## config.mk

```make
export PLATFORM = sky130hd
export DESIGN_NAME = oog_overhead_gen
export DESIGN_NICKNAME = d
export VERILOG_FILES = /design/src/verilog/oog_overhead_gen.v
export VERILOG_INCLUDE_DIRS = /design/src /design/src/verilog
export SDC_FILE = /design/constraint.sdc
export NUM_CORES = 2
export LEC_CHECK = 0
export BUFFER_PORTS_ARGS = -buffer_cell sky130_fd_sc_hd__buf_2
export CAP_MARGIN = 25
export CORE_ASPECT_RATIO = 0.9
export CORE_MARGIN = 10
export CORE_UTILIZATION = 45
export DETAILED_ROUTE_END_ITERATION = 8
export HOLD_SLACK_MARGIN = 0.02
export PLACE_DENSITY = 0.67
export SLEW_MARGIN = 40
export SYNTH_ARGS = -nofsm -noshare
export SYNTH_HDL_FRONTEND = slang
export SYNTH_SLANG_ARGS = --single-unit
```

## constraint.sdc

```tcl
create_clock -name clk -period 7.1 [get_ports clk]
set_clock_uncertainty 0.15 [all_clocks]
set_input_delay 0.71 -clock clk [delete_from_list [all_inputs] [get_ports clk]]
set_output_delay 0.71 -clock clk [all_outputs]
set_load 0.02 [all_outputs]
```

## src/verilog/oog_defs.vh

```
`ifndef OOG_DEFS_VH
`define OOG_DEFS_VH

// ****************************************
// register byte addresses
// ****************************************
`define OOG_A_CTRL     8'h00
`define OOG_A_FAS_LO   8'h04
`define OOG_A_FAS_HI   8'h08
`define OOG_A_SM3      8'h0C
`define OOG_A_OHW      8'h10
`define OOG_A_TTIW     8'h14
`define OOG_A_STAT     8'h18
`define OOG_A_RATE     8'h1C
`define OOG_A_INT_STAT 8'h20
`define OOG_A_INT_CLR  8'h24
`define OOG_A_INT_EN   8'h28

// ****************************************
// ctrl fields
// ****************************************
`define OOG_C_EN      0
`define OOG_C_COMMIT  1
`define OOG_C_BEIAUTO 2
`define OOG_C_OTYPE   7:4
`define OOG_C_APP     10:8
`define OOG_C_CLIENT  15:11
`define OOG_C_NLEV    17:16
`define OOG_C_MUX1    22:18
`define OOG_C_MUX2    25:23
`define OOG_C_MUX3    26

// ****************************************
// reset values and frame geometry
// ****************************************
`define OOG_FAS_RST   48'hF6F6_F628_2828
`define OOG_SM3_RST   8'h00
`define OOG_ROW_LEN   3824
`define OOG_OH_COLS   16
`define OOG_ROWS      4
`define OOG_RESP_OK   2'b00
`define OOG_RESP_ERR  2'b10

`endif

```

## src/verilog/oog_overhead_gen.v

```verilog
// Local design decisions: the AXI4-Lite slave port and the register addresses.
`timescale 1ns/1ps
`include "oog_defs.vh"
// Summary of operation
// - frame types OTU1 to OTU4 with variants, each with its nominal line rate.
// - legal client payloads depend on frame type and application (cfg_ok checks application only); OTN: PRBS or null.
// - first mux stage used only with two or more levels; picks higher-order unit.
// - payload type 20 uses 2.5G slots, payload type 21 uses 1.25G slots.
// - second mux stage only with three levels; none, 2.1, 12 variants or 01.
// - third mux stage only for 40G or 100G frames; none or 01.
// - six alignment bytes default F6 F6 F6 28 28 28, each overridable.
// - altered alignment bytes are sent unchanged even if far end loses alignment.
// - multiframe byte counts frames, one per frame, wrapping 255 to 0.
// - section monitoring is trace byte, parity byte, and status byte; code sends the parity byte as written to oh_mem.
// - status byte: error count bits 1-4, defect bit 5, alignment bit 6, 7-8 reserved.
// - 64-byte trace sent one byte per frame, aligned to multiframe count.
// - trace holds source id, destination id and 32-byte operator field.
// - error codes 0000-1000 mean 0-8 violations; 1001-1111 mean zero.
// - only code 1011 signals backward incoming alignment error.
// - defect bit is 1 while signal fail is reported, else 0; code also sets it while sm3_a_q[3] is set.
// - alignment error bit is 1 while frame alignment error reported, else 0; code also sets it while sm3_a_q[2] is set.
// - overhead carries comm channels, reserved, tandem, fault, path, exp, protection, PSI.
module oog_overhead_gen #(
  parameter ROW_LEN = `OOG_ROW_LEN
) (
  input  wire        clk,
  input  wire        resetn,
  input  wire [7:0]  s_axi_awaddr,
  input  wire        s_axi_awvalid,
  output reg         s_axi_awready,
  input  wire [31:0] s_axi_wdata,
  input  wire [3:0]  s_axi_wstrb,
  input  wire        s_axi_wvalid,
  output reg         s_axi_wready,
  output reg  [1:0]  s_axi_bresp,
  output reg         s_axi_bvalid,
  input  wire        s_axi_bready,
  input  wire [7:0]  s_axi_araddr,
  input  wire        s_axi_arvalid,
  output reg         s_axi_arready,
  output reg  [31:0] s_axi_rdata,
  output reg  [1:0]  s_axi_rresp,
  output reg         s_axi_rvalid,
  input  wire        s_axi_rready,
  input  wire [3:0]  rx_bip_cnt,
  input  wire        rx_biae,
  input  wire        rx_sf,
  input  wire        rx_iae,
  output reg  [7:0]  ov_data,
  output reg         ov_valid,
  output reg         ov_sof,
  output reg         ov_oh,
  output reg  [16:0] line_rate_q,
  output reg         ts_2g5_q,
  output reg         irq
);

  // ****************************************
  // helper functions
  // ****************************************
  function [31:0] merge;
    input [31:0] old;
    input [31:0] nw;
    input [3:0]  strb;
    integer i;
    begin
      merge = old;
      for (i = 0; i < 4; i = i + 1) begin
        if (strb[i]) begin
          merge[i*8 +: 8] = nw[i*8 +: 8];
        end
      end
    end
  endfunction
  function [16:0] rate_mbps;
    input [3:0] t;
    begin
      case (t)
        4'd0:    rate_mbps = 17'd2666;
        4'd1:    rate_mbps = 17'd10709;
        4'd2:    rate_mbps = 17'd10709;
        4'd3:    rate_mbps = 17'd11049;
        4'd4:    rate_mbps = 17'd11096;
        4'd5:    rate_mbps = 17'd11270;
        4'd6:    rate_mbps = 17'd11318;
        4'd7:    rate_mbps = 17'd43018;
        4'd8:    rate_mbps = 17'd44571;
        4'd9:    rate_mbps = 17'd44583;
        4'd10:   rate_mbps = 17'd111810;
        default: rate_mbps = 17'd0;
      endcase
    end
  endfunction
  // first-stage codes whose unit runs on 2.5G slots
  function ts_2g5;
    input [4:0] m1;
    begin
      case (m1)
        5'd7, 5'd8, 5'd11, 5'd14, 5'd17: ts_2g5 = 1'b1;
        default:                         ts_2g5 = 1'b0;
      endcase
    end
  endfunction
  function cfg_ok;
    input [31:0] c;
    reg   ok_cl;
    begin
      ok_cl = 1'b0;
      case (c[`OOG_C_APP])
        3'd0:    ok_cl = (c[`OOG_C_CLIENT] < 5'd2);
        3'd2:    ok_cl = 1'b1;
        3'd1, 3'd3, 3'd4: ok_cl = (c[`OOG_C_CLIENT] >= 5'd2);
        default: ok_cl = 1'b0;
      endcase
      cfg_ok = ok_cl && (c[`OOG_C_OTYPE] <= 4'd10)
        && (c[`OOG_C_MUX1] <= 5'd19) && (c[`OOG_C_MUX2] <= 3'd4)
        && (c[`OOG_C_NLEV] >= 2'd2 || c[`OOG_C_MUX1] == 5'd0)
        && (c[`OOG_C_NLEV] == 2'd3 || c[`OOG_C_MUX2] == 3'd0)
        && (!c[`OOG_C_MUX3] || c[`OOG_C_OTYPE] >= 4'd7);
    end
  endfunction
  // codes above eight read as zero at the far end, so clamp instead
  function [3:0] bei_enc;
    input [3:0] cnt;
    input       biae;
    begin
      if (biae) begin
        bei_enc = 4'b1011;
      end else if (cnt > 4'd8) begin
        bei_enc = 4'b1000;
      end else begin
        bei_enc = cnt;
      end
    end
  endfunction
  function [7:0] prbs_step;
    input [30:0] s;
    reg   [30:0] t;
    integer i;
    begin
      t = s;
      for (i = 0; i < 8; i = i + 1) begin
        t = {t[29:0], t[30] ^ t[27]};
      end
      prbs_step = t[7:0];
    end
  endfunction
  // ****************************************
  // state
  // ****************************************
  reg [31:0] cfg_s_q;
  reg [31:0] cfg_a_q;
  reg [47:0] fas_s_q;
  reg [47:0] fas_a_q;
  reg [7:0]  sm3_s_q;
  reg [7:0]  sm3_a_q;
  reg [3:0]  int_en_q;
  reg [3:0]  int_stat_q;
  reg        commit_q;
  reg        cfg_err_q;
  reg        bank_q;
  reg [7:0]  mfas_q;
  reg [13:0] col_q;
  reg [1:0]  row_q;
  reg [30:0] prbs_q;
  reg [7:0]  aw_addr_q;
  reg [31:0] w_data_q;
  reg [3:0]  w_strb_q;
  reg [7:0]  oh_mem  [0:127];
  reg [7:0]  tti_mem [0:127];

  wire       wr_go   = ~s_axi_awready & ~s_axi_wready & ~s_axi_bvalid;
  wire       en      = cfg_s_q[`OOG_C_EN];
  wire       last    = (row_q == 2'd3) && (col_q == ROW_LEN - 1);
  wire       fb      = ~en | last;
  wire       wr_ctrl = wr_go && (aw_addr_q == `OOG_A_CTRL);
  wire       wr_clr  = wr_go && (aw_addr_q == `OOG_A_INT_CLR);
  wire       req_cm  = wr_ctrl && w_strb_q[0] && w_data_q[`OOG_C_COMMIT];
  wire       cfg_good = cfg_ok(cfg_s_q);
  wire [3:0] clr_bits = wr_clr ? w_data_q[3:0] : 4'h0;
  wire [31:0] fas_hi_m = merge({16'h0000, fas_s_q[15:0]}, w_data_q, w_strb_q);
  function addr_ok;
    input [7:0] a;
    begin
      addr_ok = (a[1:0] == 2'b00) && (a <= `OOG_A_INT_EN);
    end
  endfunction

  // ****************************************
  // axi4-lite write side
  // ****************************************
  always @(posedge clk or negedge resetn) begin
    if (!resetn) begin
      s_axi_awready <= 1'b1;
      s_axi_wready  <= 1'b1;
      s_axi_bvalid  <= 1'b0;
      s_axi_bresp   <= `OOG_RESP_OK;
      aw_addr_q     <= 8'h00;
      w_data_q      <= 32'h0000_0000;
      w_strb_q      <= 4'h0;
      cfg_s_q       <= 32'h0000_0000;
      fas_s_q       <= `OOG_FAS_RST;
      sm3_s_q       <= `OOG_SM3_RST;
      int_en_q      <= 4'h0;
    end else begin
      if (s_axi_awvalid && s_axi_awready) begin
        aw_addr_q     <= s_axi_awaddr;
        s_axi_awready <= 1'b0;
      end
      if (s_axi_wvalid && s_axi_wready) begin
        w_data_q     <= s_axi_wdata;
        w_strb_q     <= s_axi_wstrb;
        s_axi_wready <= 1'b0;
      end
      if (s_axi_bvalid && s_axi_bready) begin
        s_axi_bvalid  <= 1'b0;
        s_axi_awready <= 1'b1;
        s_axi_wready  <= 1'b1;
      end
      if (wr_go) begin
        s_axi_bvalid <= 1'b1;
        s_axi_bresp  <= addr_ok(aw_addr_q) ? `OOG_RESP_OK : `OOG_RESP_ERR;
        case (aw_addr_q)
          `OOG_A_CTRL: begin
            cfg_s_q <= merge(cfg_s_q, w_data_q, w_strb_q) & 32'h07FF_FFFD;
          end
          `OOG_A_FAS_LO: begin
            fas_s_q[47:16] <= merge(fas_s_q[47:16], w_data_q, w_strb_q);
          end
          `OOG_A_FAS_HI: begin
            fas_s_q[15:0] <= fas_hi_m[15:0];
          end
          `OOG_A_SM3: begin
            if (w_strb_q[0]) begin
              sm3_s_q <= w_data_q[7:0];
            end
          end
          `OOG_A_INT_EN: begin
            if (w_strb_q[0]) begin
              int_en_q <= w_data_q[3:0];
            end
          end
          default: begin end
        endcase
      end
    end
  end

  // software fills the bank not on air; the frame never sees a partial edit
  always @(posedge clk) begin
    if (wr_go && w_strb_q[0] && w_strb_q[1]) begin
      if (aw_addr_q == `OOG_A_OHW) begin
        oh_mem[{~bank_q, w_data_q[13:8]}] <= w_data_q[7:0];
      end
      if (aw_addr_q == `OOG_A_TTIW) begin
        tti_mem[{~bank_q, w_data_q[13:8]}] <= w_data_q[7:0];
      end
    end
  end

  // ****************************************
  // axi4-lite read side
  // ****************************************
  reg [31:0] rd_mux;
  always @* begin
    rd_mux = 32'h0000_0000;
    case (s_axi_araddr)
      `OOG_A_CTRL:     rd_mux = {cfg_s_q[31:2], commit_q, cfg_s_q[0]};
      `OOG_A_FAS_LO:   rd_mux = fas_s_q[47:16];
      `OOG_A_FAS_HI:   rd_mux = {16'h0000, fas_s_q[15:0]};
      `OOG_A_SM3:      rd_mux = {24'h00_0000, sm3_s_q};
      `OOG_A_STAT:     rd_mux = {21'h00_0000, commit_q, cfg_err_q, bank_q, mfas_q};
      `OOG_A_RATE:     rd_mux = {15'h0000, line_rate_q};
      `OOG_A_INT_STAT: rd_mux = {28'h000_0000, int_stat_q};
      `OOG_A_INT_EN:   rd_mux = {28'h000_0000, int_en_q};
      default:         rd_mux = 32'h0000_0000;
    endcase
  end

  always @(posedge clk or negedge resetn) begin
    if (!resetn) begin
      s_axi_arready <= 1'b1;
      s_axi_rvalid  <= 1'b0;
      s_axi_rdata   <= 32'h0000_0000;
      s_axi_rresp   <= `OOG_RESP_OK;
    end else begin
      if (s_axi_arvalid && s_axi_arready) begin
        s_axi_arready <= 1'b0;
        s_axi_rvalid  <= 1'b1;
        s_axi_rdata   <= rd_mux;
        s_axi_rresp   <= addr_ok(s_axi_araddr) ? `OOG_RESP_OK : `OOG_RESP_ERR;
      end else if (s_axi_rvalid && s_axi_rready) begin
        s_axi_rvalid  <= 1'b0;
        s_axi_arready <= 1'b1;
      end
    end
  end

  // ****************************************
  // overhead byte selection
  // ****************************************
  wire [5:0] oh_idx = {row_q, col_q[3:0]};
  wire [3:0] bei_a  = cfg_a_q[`OOG_C_BEIAUTO] ? bei_enc(rx_bip_cnt, rx_biae)
                                              : sm3_a_q[7:4];
  wire       bdi_a  = sm3_a_q[3] | rx_sf;
  wire       iae_a  = sm3_a_q[2] | rx_iae;
  reg  [7:0] byte_d;
  always @* begin
    byte_d = 8'h00;
    if (col_q < `OOG_OH_COLS) begin
      byte_d = oh_mem[{bank_q, oh_idx}];
      if (row_q == 2'd0) begin
        case (col_q[3:0])
          4'd0:    byte_d = fas_a_q[47:40];
          4'd1:    byte_d = fas_a_q[39:32];
          4'd2:    byte_d = fas_a_q[31:24];
          4'd3:    byte_d = fas_a_q[23:16];
          4'd4:    byte_d = fas_a_q[15:8];
          4'd5:    byte_d = fas_a_q[7:0];
          4'd6:    byte_d = mfas_q;
          4'd7:    byte_d = tti_mem[{bank_q, mfas_q[5:0]}];
          4'd9:    byte_d = {bei_a, bdi_a, iae_a, 2'b00};
          default: byte_d = oh_mem[{bank_q, oh_idx}];
        endcase
      end
    end else if (cfg_a_q[`OOG_C_CLIENT] == 5'd0) begin
      byte_d = prbs_step(prbs_q);
    end
  end

  // ****************************************
  // frame timing, commit and interrupts
  // ****************************************
  wire [3:0] ev = {fb & commit_q & cfg_good,
                   fb & commit_q & ~cfg_good,
                   en & last & (mfas_q == 8'hFF),
                   en & (row_q == 2'd0) & (col_q == 14'd0)};
  wire [3:0] int_d = (int_stat_q & ~clr_bits) | ev;
  always @(posedge clk or negedge resetn) begin
    if (!resetn) begin
      col_q       <= 14'd0;
      row_q       <= 2'd0;
      mfas_q      <= 8'h00;
      prbs_q      <= 31'h7FFF_FFFF;
      commit_q    <= 1'b0;
      cfg_err_q   <= 1'b0;
      bank_q      <= 1'b0;
      cfg_a_q     <= 32'h0000_0000;
      fas_a_q     <= `OOG_FAS_RST;
      sm3_a_q     <= `OOG_SM3_RST;
      int_stat_q  <= 4'h0;
      irq         <= 1'b0;
      ov_data     <= 8'h00;
      ov_valid    <= 1'b0;
      ov_sof      <= 1'b0;
      ov_oh       <= 1'b0;
      line_rate_q <= 17'd0;
      ts_2g5_q    <= 1'b0;
    end else begin
      int_stat_q <= int_d;
      irq        <= |(int_d & int_en_q);
      ov_valid   <= en;
      ov_sof     <= en & (row_q == 2'd0) & (col_q == 14'd0);
      ov_oh      <= en & (col_q < `OOG_OH_COLS);
      ov_data    <= en ? byte_d : 8'h00;
      line_rate_q <= rate_mbps(cfg_a_q[`OOG_C_OTYPE]);
      ts_2g5_q   <= ts_2g5(cfg_a_q[`OOG_C_MUX1]);
      if (en && col_q >= `OOG_OH_COLS) begin
        prbs_q <= {prbs_q[22:0], prbs_step(prbs_q)};
      end
      if (!en) begin
        col_q <= 14'd0;
        row_q <= 2'd0;
      end else if (col_q == ROW_LEN - 1) begin
        col_q <= 14'd0;
        row_q <= row_q + 2'd1;
      end else begin
        col_q <= col_q + 14'd1;
      end
      if (en && last) begin
        mfas_q <= mfas_q + 8'd1;
      end
      // a new request in the boundary cycle stays pending for the next frame
      if (fb && commit_q) begin
        commit_q  <= req_cm;
        cfg_err_q <= ~cfg_good;
        if (cfg_good) begin
          cfg_a_q <= cfg_s_q;
          fas_a_q <= fas_s_q;
          sm3_a_q <= sm3_s_q;
          bank_q  <= ~bank_q;
        end
      end else if (req_cm) begin
        commit_q <= 1'b1;
      end
    end
  end
endmodule

```

== Yosys cells after proc, flatten, opt, wreduce, memory -nomap -nowiden ==
Memory sizes are Yosys's and may differ from the RTL's. A register that Yosys moved wholly into a read port is not among the register bits.
Index checks and enable logic that the tools add are counted.

* Latch bits: 0
* Word-level logic and storage cells: 222
* Output and inout bits: 71
* RAM bits: 2048
* Bits of input ports: 66
* Memories kept: 3
* Memory bits (read-only): 256
* Register bits: 341

{| class="wikitable"
|+ Memory list
! name !! depth !! bits a word !! read ports !! clocked after Yosys merged registers in !! write ports !! RTL line !! source
|-
| oh_mem || 128 || 8 || 1 || 0 || 1 || oog_overhead_gen.v:169 || <nowiki>reg [7:0] oh_mem [0:127];</nowiki>
|-
| tti_mem || 128 || 8 || 1 || 0 || 1 || oog_overhead_gen.v:170 || <nowiki>reg [7:0] tti_mem [0:127];</nowiki>
|-
| (name not given) || 16 || 16 || 1 || 1 || 0 || oog_overhead_gen.v:78 || <nowiki>case (t)</nowiki>
|}

* Div/mod/pow operators: 0
* Multiply operators: 0
* Shifts and indexed selects: 0
* $lt $le $gt $ge: 12
* Add/sub/neg operators: 3
* Bitwise operators: 31
* Reductions and logical operators: 60
* Mux-type cells: 36
* Equal/unequal tests: 36

{| class="wikitable"
|+ Operators with widths
! operator !! number
|-
| $pmux W32 S8 || 1
|-
| $pmux W8 S9 || 1
|-
| $reduce_and A3 Y1 || 12
|-
| $eq A8 B4 Y1 const B || 4
|-
| $eq A8 B5 Y1 const B || 4
|-
| $eq A8 B6 Y1 const B || 4
|-
| $mux W8 || 4
|-
| $mux W14 || 2
|-
| $logic_and A1 B1 Y1 || 23
|-
| $mux W1 || 19
|-
| $eq A4 B3 Y1 const B || 4
|-
| $eq A8 B3 Y1 const B || 2
|-
| $le A8 B6 Y1 const B || 2
|-
| $logic_not A8 Y1 || 2
|-
| $mux W4 || 4
|-
| $eq A5 B4 Y1 const B || 3
|-
| $add A14 B1 Y14 const B || 1
|-
| $eq A14 B12 Y1 const B || 1
|-
| $ge A14 B5 Y1 const B || 1
|-
| $logic_not A14 Y1 || 1
|-
| $lt A14 B5 Y1 const B || 1
|-
| $and A1 B1 Y1 || 10
|-
| $logic_not A5 Y1 || 2
|-
| $reduce_bool A2 Y1 || 5
|-
| 38 further kinds || 65
|}

== Longest topological paths before layout ==
* Depth after elaboration: 14
* Gate-level depth with buffers: 15
* Mapped depth without buffers: 9

== Worst setup path after synthesis ==
Ideal clock, no wire load.

* Path type: reg-to-reg
* Start: reg w_data_q[2]
* End: reg irq
* Clock period less this slack: 4.401 ns
* Library setup time: 0.124 ns
* Required time: 6.826 ns
* Arrival: 4.127 ns
* Slack: 2.699 ns
* Cell stages (with the launch flop): 5
* Buffers on the path: 0
* Path through: dfrtp_1 -> nand2_1 -> a32o_1 -> a22o_1 -> a211o_1

* Cells in the longest elaborated chain, start to end: 6

{| class="wikitable"
|+ Ends and longest elaborated chain
! element !! RTL line !! source
|-
| start, declared || oog_overhead_gen.v:167 || <nowiki>reg [31:0] w_data_q;</nowiki>
|-
| start signal, assigned || oog_overhead_gen.v:211 || <nowiki>w_data_q <= s_axi_wdata;</nowiki>
|-
| $mux W4 || oog_overhead_gen.v:180 || <nowiki>wire [3:0] clr_bits = wr_clr ? w_data_q[3:0] : 4'h0;</nowiki>
|-
| $not A4 Y4 || oog_overhead_gen.v:338 || <nowiki>wire [3:0] int_d = (int_stat_q & ~clr_bits) | ev;</nowiki>
|-
| $and A4 B4 Y4 || oog_overhead_gen.v:338 ||
|-
| $or A4 B4 Y4 || oog_overhead_gen.v:338 ||
|-
| via int_d[2] || oog_overhead_gen.v:338 ||
|-
| $and A4 B4 Y4 || oog_overhead_gen.v:361 || <nowiki>irq <= |(int_d & int_en_q);</nowiki>
|-
| $reduce_or A4 Y1 || oog_overhead_gen.v:361 ||
|-
| end signal, assigned || oog_overhead_gen.v:361 ||
|-
| end, declared || oog_overhead_gen.v:55 || <nowiki>output reg irq</nowiki>
|}

The timed path passes the listed nets, and every way through them passes these cells.
A chain may end at the register's enable or synchronous reset.

== Final worst setup path ==
* Start: reg col_q[1]
* End: reg ov_data[5]

* Cells in the longest elaborated chain, start to end: 5
* Elaborated cells on any way between the ends: 15

{| class="wikitable"
|+ Ends and longest elaborated chain
! element !! RTL line !! source
|-
| start, declared || oog_overhead_gen.v:163 || <nowiki>reg [13:0] col_q;</nowiki>
|-
| start signal, assigned || oog_overhead_gen.v:378 || <nowiki>col_q <= col_q + 14'd1;</nowiki>
|-
| $mem_v2 Z128 W8 (tied with other cells) || n/a ||
|-
| $pmux W8 S9 || oog_overhead_gen.v:313 || <nowiki>case (col_q[3:0])</nowiki>
|-
| $mux W8 || oog_overhead_gen.v:312 || <nowiki>if (row_q == 2'd0) begin</nowiki>
|-
| $mux W8 * || oog_overhead_gen.v:310 || <nowiki>if (col_q < `OOG_OH_COLS) begin</nowiki>
|-
| $mux W8 * || oog_overhead_gen.v:365 || <nowiki>ov_data <= en ? byte_d : 8'h00;</nowiki>
|-
| end signal, assigned || oog_overhead_gen.v:365 ||
|-
| end, declared || oog_overhead_gen.v:49 || <nowiki>output reg [7:0] ov_data,</nowiki>
|}

Every way passes the cells marked *; elsewhere a longest branch is shown, timed or not.

==> impl_metrics.json <==
{
  "grt_max_degree": 157,
  "cts_tree": "built",
  "num_io_pins": 137,
  "drtPass1Iterations": 8,
  "fin_total_pwr_mw": 33.7,
  "finalSetupTns_ns": 0,
  "cp.arrival_ns": 5.34,
  "route.detailed.drc": 0,
  "clock_sinks": 2376,
  "synth-adder-area-share": 0.00159,
  "seqCellArea_sq_mm": 0.0699,
  "hold_slack_ns": 0.291,
  "yosys.area.top_type_share": 0.653,
  "synthFlopType": "edfxtp_1",
  "avgSynthCellArea_sq_um": 19.0,
  "netlist_top_cells_area": "edfxtp_1 65%, mux4_2 9.8%, dfrtp_1 6.5%, dfstp_2 2.3%, mux2i_1 2.2%",
  "initial_core_util": 0.452,
  "core-area_sq_mm": 0.208,
  "maxSlewViolCount": 0,
  "vias": 50100,
  "wl_per_cell_um": 30.5,
  "power.share.switching": 0.262,
  "track_usage": 0.213,
  "placement.io_buffers": 133,
  "critPathLaunchType": "register",
  "instances_no_fill": 8108,
  "numCtsBuffers": 220,
  "max_slew.worst_pin.slew_ns": 1.00,
  "fill_cells": 16500,
  "maxSlewHeadroom": 0.332,
  "critical_path.max_fanout": 35,
  "fin_crit_ns": 4.77,
  "synth_async_sr_flop_share": 0.138,
  "synth_simple_gate_area_frac": 0.0364,
  "internal-power_mw": 24.8,
  "drv_cap": 0,
  "yosysTopAreaCell": "edfxtp_1",
  "yosys_warnings": 0,
  "synthCells": 4962,
  "ys_ff_latch": 2376,
  "muxShareOfSynthArea": 0.152,
  "drt_iter0_markers": 7019,
  "placementRows": 159,
  "status": "finished, final reports clean",
  "synth-compound-area-share": 0.0443,
  "place_inst": 7638,
  "clk_latency_ns": 0.85,
  "drive_gt1_frac": 0.243,
  "p_seq_frac": 0.541,
  "synth_xor_area_frac": 0.00288,
  "synthDistinctLibCells": 90,
  "cp.required_ns": 7.67,
  "synth_enable_flop_cells": 2048,
  "multi_input_area_sq_mm": 0.0226,
  "clock_path_buffers": 3,
  "vias_per_cell": 6.18,
  "ir_drop_v": 0.000253,
  "die_x_um": 502,
  "syn2layout_area_growth_pct": 11.8,
  "p_leak_nw": 33.6,
  "dieArea_sq_mm": 0.228,
  "dpl.hpwl_um": 152000,
  "drtAntennaViolNets": 0,
  "rsz0062_at_grt": "no",
  "synth_common_cells": "2048 x edfxtp_1, 410 x mux4_2, 396 x nor2_1",
  "powerDensity_mw_per_mm2": 320,
  "p_comb_frac": 0.115,
  "critPathCaptureType": "register",
  "final_util": 0.505,
  "die_height_um": 454,
  "ys_seq_area_frac": 0.741,
  "fin_crit_sh": 0.671,
  "final_nets": 5261,
  "setup_viol": 0,
  "overflow": 0,
  "wl_um": 247000,
  "criticalPathCategory": "register to register",
  "grt_pass1_wl_um": 358000,
  "cts_hold_buffers": 55,
  "hold_viol": 0,
  "hold_class": "input port to async pin",
  "synth.most_common_cell": "edfxtp_1",
  "clk_pin_slew_worst_paths_ns": 0.07,
  "cts_root_buffer": "clkbuf_16",
  "p_sw_mw": 8.83,
  "synth_top_family_by_area": "multiplexers",
  "syn-cell-area_sq_mm": 0.0942,
  "cts_resized": 0,
  "pwr-share-clk": 0.344,
  "fmax_mhz": 210,
  "grt_pass1_vias": 49300,
  "antenna_found_initial": 4,
  "gp_congestion": 0.874,
  "post-cts-setup-buffers": 0,
  "h-tree-depth": 4
}
flip-flops by register name, summed over array words and instances, names as in the netlist, 6 cells and up:
| signal | cells |
|---|---|
| s_axi_rdata | 32 |
| oh_mem | 1024 |
| aw_addr_q | 8 |
| fas_s_q | 48 |
| fas_a_q | 48 |
| tti_mem | 1024 |
| ov_data | 8 |
| cfg_s_q | 26 |
| w_data_q | 32 |
| cfg_a_q | 15 |
| mfas_q | 8 |
| sm3_s_q | 8 |
| col_q | 14 |
| line_rate_q | 15 |
| prbs_q | 31 |
| sm3_a_q | 6 |
metrics by stage:
step | instance area, sq um | setup slack, ns
floorplan | 94200 | 2.70
global placement | 97400 | 2.05
detailed placement | 97600 | 2.24
CTS | 105000 | 2.14
global route | 105000 | 2.26
finish | 105000 | 2.33
critical path, cell delays in order, from the launching register on:
cell      delay [ns]
dfrtp_4         0.71
inv_1           0.51
ha_1            0.81
nand2b_1        0.22
a211oi_2        0.47
o21ai_0         0.21
nor3_2          0.49
nand3_1         0.24
a211oi_1        0.66
o31ai_1         0.14
routing by layer:
layer,up-vias,global-route usage,wire length (um)
met2,2951,0.321,112000
met3,420,0.0495,25600
met4,6,0.0732,8540
met1,26300,0.307,101000
met5,-,0,41
li1,20500,-,-
layout by cell type (no fill, tap or decap), types with 50 or more instances in the layout:
cell           count
clkbuf_1          55
a21oi_1           66
mux4_2           410
o21ai_0           50
dfrtp_1          227
edfxtp_1        2048
mux2i_1          210
clkbuf_16        228
o22ai_1           54
a22oi_1           91
mux2_2           160
dfstp_2           82
dlygate4sd3_1     55
nand2_1          147
buf_4             77
buf_2            134
a221oi_1          50
mux2_1            69
nor2_1           386
cells by family (layout without fill, tap and decap cells):
| group | after synthesis | count (layout) |
|---|---|---|
| AOI/OAI and AO/OA | 573 | 573 |
| and+or+nand+nor | 780 | 780 |
| muxes | 863 | 863 |
| xor gates and xnor gates | 31 | 31 |
| adders and majority gates | 12 | 12 |
| DFF | 2376 | 2376 |
| buffers and inverters | 326 | 732 |
| other | 1 | 4 |
final cells by class:
cell class                      instances  area share
Antenna cell                            1   0.0000237
Clock buffer                          292      0.0572
Clock inverter                        117     0.00971
Inverter                               26    0.000926
Multi-Input combinational cell       2262       0.214
Sequential cell                      2376       0.663
Tap cell                             2737      0.0325
Timing Repair Buffer                  297      0.0223
power groups by stage:
stage | Combinational [mW] | Clock (mW) | Sequential (mW)
global route | 4.15 | 12.3 | 18.3
finish | 3.88 | 11.6 | 18.2
global placement | 3.66 | 0 | 18.5
detailed placement | 3.84 | 0 | 18.5
floorplan | 1.27 | 0 | 19.2
CTS | 3.85 | 11.7 | 18.2
worst paths after layout:
path,from,end,slack [ns],cells past startpoint
setup / recovery,col_q[1],ov_data[5],2.33,9
hold / removal,resetn,s_axi_bvalid,0.29,2
max in group asynchronous,resetn,col_q[2],5.22,4
min in group clk,s_axi_rdata[30],s_axi_rdata[30],0.31,2
setup reg to reg,col_q[1],ov_data[5],2.33,9
hold reg to reg,s_axi_rdata[30],s_axi_rdata[30],0.31,2
Note: power is estimated with default switching activity, not from simulation.
